[src/hw/pep_pkg.sv]
// constants, field layout and types of the phase and error protection block.
// assumes one 50 MHz system clock and a 32-bit AHB-Lite register port.
// Operation
// - detector 0: no phase, cmp0 low sets flag
// - detector 0: no phase, cmp0 high sets nothing
// - detector 1 same, using pwm1 and cmp1
// - first phase width below threshold flags small
// - later phase pulses in period are ignored
// - phase flags set by hardware, software clears
// - nine error sources incl. software trigger
// - error active when source high and enabled
// - action priority 00 over 01 over 10 over 11
// - code 00: immediate forced pwm shutdown
// - code 01: shutdown after current period ends
// - code 10: step period down until minimum
// - code 10: shutdown after last adjusted period
// - code 11: step down, run state left alone
// - follow mode: strict minimum, ends on source drop
// - each step lowers duty by half decrement, floored at zero
// - action code changes deferred during an action
// - half decrement truncates the fraction
// - period, minimum, decrement, duty locked while adjusting
package pep_pkg;
  // ==========================================================
  // register offsets (byte addresses)
  localparam logic [7:0] OFF_CTRL = 8'h00;
  localparam logic [7:0] OFF_ERRCFG = 8'h04;
  localparam logic [7:0] OFF_ACTION = 8'h08;
  localparam logic [7:0] OFF_THRESH = 8'h0c;
  localparam logic [7:0] OFF_STATUS = 8'h10;
  localparam logic [7:0] OFF_PERIOD = 8'h14;
  localparam logic [7:0] OFF_DUTY = 8'h18;
  localparam logic [7:0] OFF_MINP = 8'h1c;
  localparam logic [7:0] OFF_DEC = 8'h20;
  // ==========================================================
  // control register bit positions
  localparam int CTL_RUN = 0;
  localparam int CTL_OV0 = 1;
  localparam int CTL_OV1 = 2;
  localparam int CTL_SAFE0 = 3;
  localparam int CTL_SAFE1 = 4;
  localparam int CTL_FSHUT = 5;
  localparam int CTL_STOP = 6;
  localparam int CTL_FOLLOW = 7;
  localparam int CTL_SOFT = 8;
  // status register bit positions
  localparam int STS_ADJF = 4;
  localparam int STS_PPROT = 5;
  localparam int STS_EPROT = 6;
  localparam int STS_STATE = 7;
  localparam int STS_ACT = 9;
  // ==========================================================
  // sizes and reset values
  localparam int NSRC = 9;
  localparam int SOFT_SRC = 8;
  localparam logic [17:0] ACTION_RST = 18'h00000;
  localparam logic [15:0] VAL_RST = 16'h0000;
  // ==========================================================
  // types
  typedef enum logic [1:0] {
    ACT_NOW = 2'b00,
    ACT_END = 2'b01,
    ACT_ADJ_OFF = 2'b10,
    ACT_ADJ = 2'b11
  } pep_act_t;
  typedef enum logic [1:0] {
    ST_IDLE = 2'b00,
    ST_WAIT_END = 2'b01,
    ST_ADJUST = 2'b10
  } pep_state_t;
endpackage

[src/hw/pep_det_if.sv]
// signals between the protection top and one phase protect detector.
// assumes all members run on the system clock.
`timescale 1ns/100ps
interface pep_det_if #(parameter int W = 10);
  logic trig;
  logic cur_cmp;
  logic phase;
  logic [W-1:0] thr;
  logic no_phase_evt;
  logic small_phase_evt;
  modport det (input trig, input cur_cmp, input phase, input thr, output no_phase_evt, output small_phase_evt);
  modport ctl (output trig, output cur_cmp, output phase, output thr, input no_phase_evt, input small_phase_evt);
endinterface

[src/hw/pep_phase_det.sv]
// one phase protect detector: measures the first phase pulse in each
// detection period. assumes trig and phase come from same-clock logic.
`timescale 1ns/100ps
module pep_phase_det #(
  parameter int W = 10
) (
  input wire logic core_clk_i,
  input wire logic rst_n_i,
  pep_det_if.det p
);
  logic trig_d_ff;
  logic phase_d_ff;
  logic seen_ff;
  logic done_ff;
  logic [W-1:0] width_ff;
  logic no_ff;
  logic small_ff;
  logic trig_rise;
  logic trig_fall;
  logic end_meas;

  assign trig_rise = p.trig & ~trig_d_ff;
  assign trig_fall = ~p.trig & trig_d_ff;
  // first pulse ends on its own fall or when the period closes
  assign end_meas = !done_ff && seen_ff && ((~p.phase & phase_d_ff) || trig_fall);

  always_ff @(posedge core_clk_i or negedge rst_n_i) begin
    if (!rst_n_i) begin
      trig_d_ff <= 1'b0;
      phase_d_ff <= 1'b0;
    end else begin
      trig_d_ff <= p.trig;
      phase_d_ff <= p.phase;
    end
  end

  // ==========================================================
  // width measurement
  always_ff @(posedge core_clk_i or negedge rst_n_i) begin
    if (!rst_n_i) begin
      seen_ff <= 1'b0;
      done_ff <= 1'b0;
      width_ff <= '0;
    end else if (trig_rise) begin
      seen_ff <= 1'b0;
      done_ff <= 1'b0;
      width_ff <= '0;
    end else if (p.trig && !done_ff && p.phase) begin
      seen_ff <= 1'b1;
      if (width_ff != '1) begin
        width_ff <= width_ff + 1'b1;
      end
    end else if (end_meas) begin
      done_ff <= 1'b1;
    end
  end

  always_ff @(posedge core_clk_i or negedge rst_n_i) begin
    if (!rst_n_i) begin
      no_ff <= 1'b0;
      small_ff <= 1'b0;
    end else begin
      no_ff <= trig_fall && !seen_ff && !p.cur_cmp;
      small_ff <= end_meas && (width_ff < p.thr);
    end
  end

  assign p.no_phase_evt = no_ff;
  assign p.small_phase_evt = small_ff;
endmodule

[src/hw/pep_top.sv]
// phase and error protection top: two phase detectors, nine-source
// error unit with shutdown and period auto-adjust, AHB-Lite registers.
// assumes pwm and phase inputs come from same-clock logic, comparators
// are asynchronous, and the master idles during each data phase.
`timescale 1ns/100ps
module pep_top import pep_pkg::*; #(
  parameter int PERIOD_W = 10
) (
  input wire logic core_clk_i,
  input wire logic rst_n_i,
  input wire logic hsel_i,
  input wire logic [31:0] haddr_i,
  input wire logic [1:0] htrans_i,
  input wire logic hwrite_i,
  input wire logic [2:0] hsize_i,
  input wire logic [31:0] hwdata_i,
  input wire logic hready_i,
  output logic [31:0] hrdata_o,
  output logic hreadyout_o,
  output logic hresp_o,
  input wire logic pwm0_i,
  input wire logic pwm1_i,
  input wire logic pwm_period_end_i,
  input wire logic phase0_i,
  input wire logic phase1_i,
  input wire logic [8:0] cmp_raw_i,
  output logic pwm_run_enable_o,
  output logic out0_override_sel_o,
  output logic out1_override_sel_o,
  output logic out0_safe_level_o,
  output logic out1_safe_level_o,
  output logic [PERIOD_W-1:0] pwm_period_o,
  output logic [PERIOD_W-1:0] pwm_duty_o,
  output logic phase_protect_sig_o,
  output logic error_protect_o,
  output logic auto_adjust_flag_o
);
  // narrower periods leave no room for a step, wider ones overflow the fields
  if (PERIOD_W < 4 || PERIOD_W > 16) begin : g_bad_width
    $error("PERIOD_W must be 4..16");
  end

  // ==========================================================
  // comparator synchronisers: value moves when stages 2 and 3 agree
  logic [8:0] cmp_sync;
  for (genvar g = 0; g < NSRC; g++) begin : g_sync
    logic s1_ff;
    logic s2_ff;
    logic s3_ff;
    logic val_ff;
    always_ff @(posedge core_clk_i or negedge rst_n_i) begin
      if (!rst_n_i) begin
        s1_ff <= 1'b0;
        s2_ff <= 1'b0;
        s3_ff <= 1'b0;
        val_ff <= 1'b0;
      end else begin
        s1_ff <= cmp_raw_i[g];
        s2_ff <= s1_ff;
        s3_ff <= s2_ff;
        if (s2_ff == s3_ff) begin
          val_ff <= s3_ff;
        end
      end
    end
    assign cmp_sync[g] = val_ff;
  end

  // ==========================================================
  // AHB-Lite slave: zero wait, always OKAY
  logic wr_pend_ff;
  logic [7:0] wr_addr_ff;
  logic [31:0] rdata_ff;
  logic [31:0] rd_mux;
  logic addr_ok;
  assign addr_ok = hsel_i && htrans_i[1] && hready_i;

  always_ff @(posedge core_clk_i or negedge rst_n_i) begin
    if (!rst_n_i) begin
      wr_pend_ff <= 1'b0;
      wr_addr_ff <= 8'h00;
      rdata_ff <= 32'h0000_0000;
    end else begin
      wr_pend_ff <= addr_ok && hwrite_i;
      if (addr_ok) begin
        wr_addr_ff <= haddr_i[7:0];
      end
      if (addr_ok && !hwrite_i) begin
        rdata_ff <= rd_mux;
      end
    end
  end

  logic wr_ctrl, wr_errcfg, wr_action, wr_thresh, wr_status;
  logic wr_period, wr_duty, wr_minp, wr_dec;
  assign wr_ctrl = wr_pend_ff && wr_addr_ff == OFF_CTRL;
  assign wr_errcfg = wr_pend_ff && wr_addr_ff == OFF_ERRCFG;
  assign wr_action = wr_pend_ff && wr_addr_ff == OFF_ACTION;
  assign wr_thresh = wr_pend_ff && wr_addr_ff == OFF_THRESH;
  assign wr_status = wr_pend_ff && wr_addr_ff == OFF_STATUS;
  assign wr_period = wr_pend_ff && wr_addr_ff == OFF_PERIOD;
  assign wr_duty = wr_pend_ff && wr_addr_ff == OFF_DUTY;
  assign wr_minp = wr_pend_ff && wr_addr_ff == OFF_MINP;
  assign wr_dec = wr_pend_ff && wr_addr_ff == OFF_DEC;

  // ==========================================================
  // registers
  logic run_ff, ov0_ff, ov1_ff, safe0_ff, safe1_ff, fshut_ff;
  logic stop_ff, follow_ff, soft_ff, soft_en_ff, adjf_ff;
  logic pprot_ff, eprot_ff;
  logic [7:0] src_en_ff;
  logic [17:0] action_ff;
  logic [17:0] code_ff;
  logic [3:0] flag_ff;
  logic [PERIOD_W-1:0] thr_ff, period_ff, duty_ff, min_ff, dec_ff;
  pep_state_t state_ff;
  pep_act_t cur_ff;
  logic [3:0] trg_src_ff;
  logic [8:0] act;

  always_comb begin
    rd_mux = 32'h0000_0000;
    case (haddr_i[7:0])
      OFF_CTRL: rd_mux[8:0] = {soft_ff, follow_ff, stop_ff, fshut_ff, safe1_ff, safe0_ff, ov1_ff, ov0_ff, run_ff};
      OFF_ERRCFG: rd_mux[8:0] = {soft_en_ff, src_en_ff};
      OFF_ACTION: rd_mux[17:0] = action_ff;
      OFF_THRESH: rd_mux[PERIOD_W-1:0] = thr_ff;
      OFF_STATUS: rd_mux[17:0] = {act, state_ff, eprot_ff, pprot_ff, adjf_ff, flag_ff};
      OFF_PERIOD: rd_mux[PERIOD_W-1:0] = period_ff;
      OFF_DUTY: rd_mux[PERIOD_W-1:0] = duty_ff;
      OFF_MINP: rd_mux[PERIOD_W-1:0] = min_ff;
      OFF_DEC: rd_mux[PERIOD_W-1:0] = dec_ff;
      default: rd_mux = 32'h0000_0000;
    endcase
  end

  always_ff @(posedge core_clk_i or negedge rst_n_i) begin
    if (!rst_n_i) begin
      src_en_ff <= 8'h00;
      soft_en_ff <= 1'b0;
      action_ff <= ACTION_RST;
      thr_ff <= VAL_RST[PERIOD_W-1:0];
    end else begin
      if (wr_errcfg) begin
        src_en_ff <= hwdata_i[7:0];
        soft_en_ff <= hwdata_i[8];
      end
      if (wr_action) begin
        action_ff <= hwdata_i[17:0];
      end
      if (wr_thresh) begin
        thr_ff <= hwdata_i[PERIOD_W-1:0];
      end
    end
  end

  // ==========================================================
  // phase protect detectors
  logic [1:0] no_evt, small_evt;
  for (genvar d = 0; d < 2; d++) begin : g_det
    pep_det_if #(.W(PERIOD_W)) dif ();
    assign dif.trig = (d == 0) ? pwm0_i : pwm1_i;
    assign dif.cur_cmp = cmp_sync[d];
    assign dif.phase = (d == 0) ? phase0_i : phase1_i;
    assign dif.thr = thr_ff;
    assign no_evt[d] = dif.no_phase_evt;
    assign small_evt[d] = dif.small_phase_evt;
    pep_phase_det #(.W(PERIOD_W)) u_det (
      .core_clk_i(core_clk_i),
      .rst_n_i(rst_n_i),
      .p(dif.det)
    );
  end

  // flags are sticky; a set in the clearing cycle wins
  logic [3:0] nxt_flag;
  assign nxt_flag = (flag_ff & ~({4{wr_status}} & hwdata_i[3:0])) | {small_evt[1], no_evt[1], small_evt[0], no_evt[0]};

  always_ff @(posedge core_clk_i or negedge rst_n_i) begin
    if (!rst_n_i) begin
      flag_ff <= 4'h0;
      pprot_ff <= 1'b0;
    end else begin
      flag_ff <= nxt_flag;
      pprot_ff <= |nxt_flag;
    end
  end

  // ==========================================================
  // error sources and priority search
  logic [8:0] src;
  logic [17:0] eff_code;
  logic any;
  pep_act_t best;
  logic [3:0] best_src;
  assign src = {soft_ff, cmp_sync[8:2], pprot_ff};
  assign act = src & {soft_en_ff, src_en_ff};
  // codes written mid-action wait until the action is over
  assign eff_code = (state_ff == ST_IDLE) ? action_ff : code_ff;
  assign any = |act;

  always_comb begin
    best = ACT_ADJ;
    best_src = 4'h0;
    for (int i = NSRC - 1; i >= 0; i--) begin
      if (act[i] && eff_code[2*i +: 2] <= best) begin
        best = pep_act_t'(eff_code[2*i +: 2]);
        best_src = 4'(i);
      end
    end
  end

  always_ff @(posedge core_clk_i or negedge rst_n_i) begin
    if (!rst_n_i) begin
      code_ff <= ACTION_RST;
      eprot_ff <= 1'b0;
    end else begin
      code_ff <= eff_code;
      eprot_ff <= any;
    end
  end

  // ==========================================================
  // period arithmetic
  logic [PERIOD_W:0] diff;
  logic [PERIOD_W-1:0] half, duty_new;
  logic ok_ge, ok_gt, follow, stop_now;
  assign diff = {1'b0, period_ff} - {1'b0, dec_ff};
  assign half = dec_ff >> 1;
  assign duty_new = (duty_ff >= half) ? duty_ff - half : '0;
  assign ok_ge = !diff[PERIOD_W] && diff[PERIOD_W-1:0] >= min_ff;
  assign ok_gt = !diff[PERIOD_W] && diff[PERIOD_W-1:0] > min_ff;
  // follow mode exists only for sources 1 and 3
  assign follow = follow_ff && cur_ff == ACT_ADJ && (trg_src_ff == 4'h1 || trg_src_ff == 4'h3);
  assign stop_now = stop_ff || (follow && !src[trg_src_ff]) || !(follow ? ok_gt : ok_ge);

  // ==========================================================
  // protection state machine
  pep_state_t nxt_state;
  pep_act_t nxt_cur;
  logic [3:0] nxt_src;
  logic shut, step, start;

  always_comb begin
    nxt_state = state_ff;
    nxt_cur = cur_ff;
    nxt_src = trg_src_ff;
    shut = 1'b0;
    step = 1'b0;
    start = 1'b0;
    case (state_ff)
      ST_IDLE: begin
        if (any) begin
          case (best)
            ACT_NOW: shut = 1'b1;
            ACT_END: nxt_state = ST_WAIT_END;
            default: begin
              nxt_state = ST_ADJUST;
              nxt_cur = best;
              nxt_src = best_src;
              start = 1'b1;
            end
          endcase
        end
      end
      ST_WAIT_END: begin
        if ((any && best == ACT_NOW) || pwm_period_end_i) begin
          shut = 1'b1;
          nxt_state = ST_IDLE;
        end
      end
      ST_ADJUST: begin
        if (any && best < cur_ff) begin
          nxt_cur = best;
          nxt_src = best_src;
          if (best == ACT_NOW) begin
            shut = 1'b1;
            nxt_state = ST_IDLE;
          end else if (best == ACT_END) begin
            nxt_state = ST_WAIT_END;
          end
        end else if (pwm_period_end_i) begin
          if (stop_now) begin
            shut = (cur_ff == ACT_ADJ_OFF);
            nxt_state = ST_IDLE;
          end else begin
            step = 1'b1;
          end
        end
      end
      default: nxt_state = ST_IDLE;
    endcase
  end

  always_ff @(posedge core_clk_i or negedge rst_n_i) begin
    if (!rst_n_i) begin
      state_ff <= ST_IDLE;
      cur_ff <= ACT_ADJ;
      trg_src_ff <= 4'h0;
    end else begin
      state_ff <= nxt_state;
      cur_ff <= nxt_cur;
      trg_src_ff <= nxt_src;
    end
  end

  // ==========================================================
  // control bits: hardware shutdown overrides a software write
  always_ff @(posedge core_clk_i or negedge rst_n_i) begin
    if (!rst_n_i) begin
      run_ff <= 1'b0;
      ov0_ff <= 1'b0;
      ov1_ff <= 1'b0;
      safe0_ff <= 1'b0;
      safe1_ff <= 1'b0;
      fshut_ff <= 1'b0;
      stop_ff <= 1'b0;
      follow_ff <= 1'b0;
      soft_ff <= 1'b0;
    end else begin
      if (wr_ctrl) begin
        run_ff <= hwdata_i[CTL_RUN];
        ov0_ff <= hwdata_i[CTL_OV0];
        ov1_ff <= hwdata_i[CTL_OV1];
        safe0_ff <= hwdata_i[CTL_SAFE0];
        safe1_ff <= hwdata_i[CTL_SAFE1];
        stop_ff <= hwdata_i[CTL_STOP];
        follow_ff <= hwdata_i[CTL_FOLLOW];
        soft_ff <= hwdata_i[CTL_SOFT];
      end
      fshut_ff <= shut | (fshut_ff & ~(wr_ctrl & hwdata_i[CTL_FSHUT]));
      if (shut) begin
        run_ff <= 1'b0;
        ov0_ff <= 1'b1;
        ov1_ff <= 1'b1;
      end
    end
  end

  always_ff @(posedge core_clk_i or negedge rst_n_i) begin
    if (!rst_n_i) begin
      adjf_ff <= 1'b0;
    end else begin
      adjf_ff <= start | step | (adjf_ff & ~(wr_status & hwdata_i[STS_ADJF]));
    end
  end

  // period values are frozen for software while adjusting
  always_ff @(posedge core_clk_i or negedge rst_n_i) begin
    if (!rst_n_i) begin
      period_ff <= VAL_RST[PERIOD_W-1:0];
      duty_ff <= VAL_RST[PERIOD_W-1:0];
      min_ff <= VAL_RST[PERIOD_W-1:0];
      dec_ff <= VAL_RST[PERIOD_W-1:0];
    end else if (step) begin
      period_ff <= diff[PERIOD_W-1:0];
      duty_ff <= duty_new;
    end else if (state_ff != ST_ADJUST) begin
      if (wr_period) period_ff <= hwdata_i[PERIOD_W-1:0];
      if (wr_duty) duty_ff <= hwdata_i[PERIOD_W-1:0];
      if (wr_minp) min_ff <= hwdata_i[PERIOD_W-1:0];
      if (wr_dec) dec_ff <= hwdata_i[PERIOD_W-1:0];
    end
  end

  assign hrdata_o = rdata_ff;
  assign hreadyout_o = 1'b1;
  assign hresp_o = 1'b0;
  assign pwm_run_enable_o = run_ff;
  assign out0_override_sel_o = ov0_ff;
  assign out1_override_sel_o = ov1_ff;
  assign out0_safe_level_o = safe0_ff;
  assign out1_safe_level_o = safe1_ff;
  assign pwm_period_o = period_ff;
  assign pwm_duty_o = duty_ff;
  assign phase_protect_sig_o = pprot_ff;
  assign error_protect_o = eprot_ff;
  assign auto_adjust_flag_o = adjf_ff;
endmodule

[config.mk]
export PLATFORM = sky130hd
export DESIGN_NAME = pep_top
export DESIGN_NICKNAME = d
export VERILOG_FILES = /design/src/hw/pep_pkg.sv /design/src/hw/pep_det_if.sv /design/src/hw/pep_phase_det.sv /design/src/hw/pep_top.sv
export SDC_FILE = /design/constraint.sdc
export NUM_CORES = 1
export LEC_CHECK = 0
export ABC_CLOCK_PERIOD_IN_PS = 21200
export BUFFER_PORTS_ARGS = -buffer_cell sky130_fd_sc_hd__buf_2
export CORE_MARGIN = 1
export CORE_UTILIZATION = 55
export DETAILED_ROUTE_END_ITERATION = 10
export PLACE_DENSITY = 0.87
export SLEW_MARGIN = 30
export SYNTH_ARGS = -nofsm -noshare
export SYNTH_HDL_FRONTEND = slang
export SYNTH_SLANG_ARGS = --single-unit
[constraint.sdc]
create_clock -name core_clk_i -period 21.2 [get_ports core_clk_i]
set_input_delay 5.3 -clock core_clk_i [delete_from_list [all_inputs] [get_ports core_clk_i]]
set_output_delay 5.3 -clock core_clk_i [all_outputs]
set_load 0.01 [all_outputs]
* After elaboration in Yosys (flattened, before gate mapping) *
Cells that the tools add are included.

word-level totals
  register bits after elaboration = 214
  input port bits = 88
  output and inout port bits = 62
  word-level logic and storage cells = 342

cells by class
  add/subtract/negate cells = 4
  magnitude comparators = 16
  equality and inequality tests = 45
  multiplexer cells = 85
  bitwise gates (word level) = 27
  reductions and logical operators = 87

operators by type and width
  cell                                                  number
  two-way mux 10 bit                                    13
  one-hot mux 9 bit (9 select lines)                    1
  equality test 8 x 5 -> 1 bit (second input constant)  8
  two-way mux 4 bit                                     12
  logical AND 1 bit                                     43
  two-way mux 2 bit                                     19
  equality test 8 x 4 -> 1 bit (second input constant)  4
  two-way mux 1 bit                                     31
  nonzero test 2 bit                                    11
  adder 10 x 1 -> 10 bit (second input constant)        2
  < comparator 10 bit                                   2
  != test 10 bit (second input constant)                2
  two-way mux 18 bit                                    1
  equality test 8 x 3 -> 1 bit (second input constant)  2
  equality test 8 x 6 -> 1 bit (second input constant)  2
  <= comparator 2 bit                                   8
  zero test 8 bit                                       2
  one-hot mux 8 bit (2 select lines)                    1
  != test 2 bit (second input constant)                 6
  AND reduction 2 bit                                   6
  subtractor 10 x 10 -> 11 bit                          1
  bitwise AND 1 bit                                     10
  >= comparator 10 bit                                  1
  >= comparator 10 x 9 -> 1 bit                         1
  other kinds (34)                                      75

* Depth between registers and ports, before layout *
  depth in word-level cells = 36
  mapped depth = 61
  depth with buffers taken out = 57

* Cells and area by module *
A second synthesis with hierarchy kept.

unflattened totals
  cells, all modules = 1121
  area total of the unflattened synthesis = 11750.0 um^2

by module, submodules not included
  module         instances  cells each  area an instance (um^2)  seq. area each (um^2)
  pep_top        1          887         9618.0                   4556.9
  pep_phase_det  2          117         1066.0                   400.4

* Least setup slack after synthesis *
No wires, ideal clock.

  path kind = flip-flop to flip-flop
  start point = register state_ff[0]
  end point = register duty_ff[9] (netlist: pwm_duty_o[9])
  arrival time = 10.876 ns
  slack = 10.200 ns
  stages on the path, launching flop included = 60
  path buffers = 3
  period minus slack after synthesis = 11.000 ns
  cell sequence = dfrtp_1 -> buf_6 -> nor2_4 -> mux2_4 -> or2_1 -> ha_1 -> nor2b_1 -> a2bb2oi_1 -> or2_0 -> clkbuf_1 -> mux2_4 -> ha_1 -> nand2_1 -> o21ai_0 -> nand3_1 -> mux2_2 -> ha_1 -> nor2b_1 -> (+24 left out) -> and3_1 -> clkbuf_1 -> and2_1 -> nor2_1 -> ha_1 -> nor2b_1 -> o21ai_0 -> nor2b_1 -> nor2_1 -> a21oi_1 -> o221a_2 -> ha_1 -> inv_1 -> o21ai_0 -> a31o_4 -> nand4_2 -> o311a_1 -> a211o_1

between the ends
  word-level cells in the longest chain between the ends = 35
  elaborated cells on any way between the ends = 39
  classes of those cells = order compare (10); eq/ne (2); mux (13); reduce/logical (14)

RTL lines
  element                        RTL line        RTL
  start: declaration             pep_top.sv:116  pep_state_t state_ff;
  start signal: assignment       pep_top.sv:301  state_ff <= nxt_state;
  zero test 2 bit *              pep_top.sv:199  assign eff_code = (state_ff == ST_IDLE) ? action_ff : code_ff;
  two-way mux 18 bit *           pep_top.sv:199
  named net eff_code[16]         pep_top.sv:192  logic [17:0] eff_code;
  <= comparator 2 bit            pep_top.sv:206  if (act[i] && eff_code[2*i +: 2] <= best) begin
  logical AND 1 bit              pep_top.sv:206
  two-way mux 2 bit *            pep_top.sv:206
  <= comparator 2 bit            pep_top.sv:206
  logical AND 1 bit              pep_top.sv:206
  (+21 left out)                 n/a
  two-way mux 2 bit *            pep_top.sv:206
  named net best[1]              pep_top.sv:194  pep_act_t best;
  < comparator 2 bit *           pep_top.sv:273  if (any && best < cur_ff) begin
  logical AND 1 bit *            pep_top.sv:273
  two-way mux 1 bit *            pep_top.sv:273
  two-way mux 1 bit *            pep_top.sv:251  case (state_ff)
  nonzero test 2 bit (no line)   n/a
  AND reduction 2 bit (no line)  n/a
  end signal: assignment         pep_top.sv:352  duty_ff <= VAL_RST[PERIOD_W-1:0];
  end signal: assignment         pep_top.sv:357  duty_ff <= duty_new;
  end signal: assignment         pep_top.sv:360  if (wr_duty) duty_ff <= hwdata_i[PERIOD_W-1:0];
  end: declaration               pep_top.sv:115  logic [PERIOD_W-1:0] thr_ff, period_ff, duty_ff, min_ff, dec_ff;

Mark *: on every way through the listed nets, which the timed path passes. The rest lies on a longest branch.
A chain may end at the register's enable or synchronous reset.

* Worst setup path in the final report *
Same ends and word-level chain as after synthesis.

==> flow_summary.toml <==
[outcome]
status = "complete, no violations"

[placement]
place_congestion = 0.922
numPortBuffers = 91
hpwl_um = 20700
pre_cts_ws_ns = 8.32

[layout]
drive_above_1_share = 0.200
regArea_um2 = 5360
multi_input_area_um2 = 5630
final_nets = 1354
areaGrowthSynthToFinish_pct = 12.1
final_util = 0.633
n_fill_cell = 1595
n_antenna_cell = 0

[grt]
grt_overflow = 0
grt_antenna_before_repair = 0
grt_max_degree = 137
grt_pass1_vias = 8895
grt_pass1_wl_um = 45900
grt.total_usage = 0.271

[clock_tree]
cts_root_buf = "clkbuf_16"
post_cts_resized = 0
ctsHoldBuffers = 0
clock_latency_ns = 0.51
clkTransAtPathRegs_ns = 0.06
cts_setup_buffers = 0
ctsLongestPathBuffers = 3
cts_tree = "built"
h-tree-depth = 1
cts_made_buffers = 23
clock_sinks = 214

[timing]
whs_ns = 0.346
hold_viol_final = 0
setup_viol = 0
fmax_ghz = 0.0765
period_share = 0.617
slew_headroom = 0.370
slew_violations = 0
min_period_ns = 13.07
fin_skew_ns = 0.0121
rsz0062_at_grt = "false"
worst_pin_slew_ns = 0.921
timing.final.ws_setup_ns = 8.13
tns_ns = 0

[setup_path]
startpoint_type = "flip-flop"
critPathArrivalTime_ns = 13.47
crit_path_top_delay_cell = "nor2_4"
cp_max_fo = 41
crit_path_frequent_cell = "ha_1"
worstPathRequired_ns = 21.60
max_stage_delay_ns = 0.64
worstSetupEndpointType = "flip-flop"
crit_type = "reg2reg"

[synth]
ys_seq_area_frac = 0.466
syn_area_um2 = 11500
yosysTopAreaCellShare = 0.461
yosysTopAreaCell = "dfrtp_1"
yosys-top-cells-area = "dfrtp_1 (46%), mux2_2 (7.9%), ha_1 (7.1%), nand2_1 (3.5%), o21ai_0 (3.3%)"
ys_warn_count = 0
synth-async-reset-ratio = 1.00
netlist_instances = 1116
synth_top_cells_by_count = "dfrtp_1 (212), nand2_1 (108), mux2_2 (81)"
synth_cell_type_count = 80
yosysMostFrequentCell = "dfrtp_1"
synthFlopType = "dfrtp_1"
synth.avg_cell_area_um2 = 10.3
ys_seq_elements = 214
synth-edff-count = 0

[route]
wirelength_um = 28700
vias_per_cell = 6.08
antenna_left = 0
detail_route.wl_per_cell_um = 19.3
firstDrtPassIters = 5
drc_errors = 0
drt-initial-drc-count = 714
vias = 9014

[power_and_ir_drop]
p_leak_uw = 0.00636
worst_ir_drop_vdd_v = 0.0000666
p_per_area_nw_per_um2 = 97.3
power_uw = 1250

[floorplan]
die_h_um = 147
row_count = 52
ios = 150
dieWidth_um = 147
initial_utilization = 0.565
core_area_um2 = 20400
die-area_um2 = 21500

[min_path]
hold_path_class = "reg2reg"

[flow_run]
cap_viol_max_count = 0
[per-layer routing]
metal | GRT usage | wire (um) | vias up
li1 | - | - | 4103
met1 | 0.349 | 11500 | 4387
met2 | 0.440 | 13400 | 434
met3 | 0.0547 | 2300 | 90
met4 | 0.123 | 1420 | 0
met5 | 0 | 0 | -
[state kept, by name (all words and copies together), names as in the netlist, 8 cells and up]
signal / cells
dec_ff: 10
g_sync.s2_ff: 9
src_en_ff: 8
hrdata_o: 18
g_det.u_det.width_ff: 20
wr_addr_ff: 8
g_sync.s1_ff: 9
code_ff: 18
pwm_period_o: 10
g_det.dif.thr: 10
g_sync.s3_ff: 9
pwm_duty_o: 10
min_ff: 10
action_ff: 18
[path summary, 6_finish.rpt]
path | start | end | slack [ns] | cells after the start
min in group asynchronous | rst_n_i | g_sync[7].val_ff | 4.70 | 1
setup reg to reg | state_ff[0] | pwm_duty_o[9] | 8.13 | 57
setup / recovery | state_ff[0] | pwm_duty_o[9] | 8.13 | 57
hold reg to reg | g_sync[1].s1_ff | g_sync[1].s2_ff | 0.35 | 0
hold / removal | g_sync[1].s1_ff | g_sync[1].s2_ff | 0.35 | 0
max in group asynchronous | rst_n_i | pwm_period_o[1] | 15.43 | 3
[per-stage QoR]
stage / cell area [um2] / cells
3_5_place_dp: 12100 / 1443
5_1_grt: 12900 / 1483
6_report: 12900 / 1483
2_1_floorplan: 11500 / 1130
4_1_cts: 12900 / 1482
3_3_place_gp: 12100 / 1442
[worst max-delay path: cells and delay by family (launching register included)]
family / cells / cell delay [ns]
simple gates: 22 / 4.42
mux: 4 / 1.42
buf+inv: 4 / 0.46
fa+ha+maj: 9 / 2.35
compound gates: 18 / 3.74
flops: 1 / 0.53
[power by group]
group | switching (uW) | internal, uW | total (uW) | leakage, uW
sequential | 56.0 | 455 | 511 | 0.00266
combinational | 199 | 153 | 352 | 0.00335
clock | 163 | 229 | 391 | 0.000349
[logic make-up (layout without fill, tap and decap cells)]
logic type,after synthesis,after routing,share of synthesized area
AND/OR/NAND/NOR,316,316,0.134
multiplexers,109,109,0.106
XOR/XNOR,22,22,0.0168
flip-flops,214,214,0.466
buffers and inverters,128,211,0.0500
other,2,16,0.000653
adder cells (fa/ha/maj),76,76,0.0821
AO/OA/AOI/OAI,249,249,0.145
[placed cells by master (no fill, tap or decap), types with 6 or more instances in the layout]
cell type | Yosys | routed
a2111oi_0 | 10 | 10
clkbuf_1 | 28 | 6
a21oi_1 | 47 | 47
nand3_1 | 18 | 18
nor2_1 | 72 | 71
o21a_1 | 6 | 6
nand2b_1 | 17 | 16
nor2b_1 | 31 | 31
buf_4 | 18 | 7
conb_1 | 2 | 16
or3_1 | 12 | 12
maj3_1 | 9 | 9
mux2i_1 | 25 | 25
nand2_1 | 108 | 108
dfrtp_1 | 212 | 212
nor3_1 | 10 | 9
a22o_1 | 8 | 8
ha_1 | 65 | 65
xor2_1 | 10 | 10
o21ai_0 | 75 | 75
clkbuf_16 | 0 | 23
a22oi_1 | 18 | 18
xnor2_1 | 12 | 12
a21o_1 | 22 | 22
nand4_1 | 11 | 11
a31oi_1 | 13 | 13
inv_1 | 71 | 71
buf_2 | 3 | 90
mux2_2 | 81 | 81
a32oi_1 | 7 | 7
[layout make-up]
class,instances,share of cell area
multi-input combinational,788,0.437
sequential,214,0.416
clock buffer,34,0.0517
timing repair buffer,100,0.0445
tap,270,0.0262
inverter,72,0.0210
clock inverter,5,0.00427
Power figures use the tool's default switching activity.
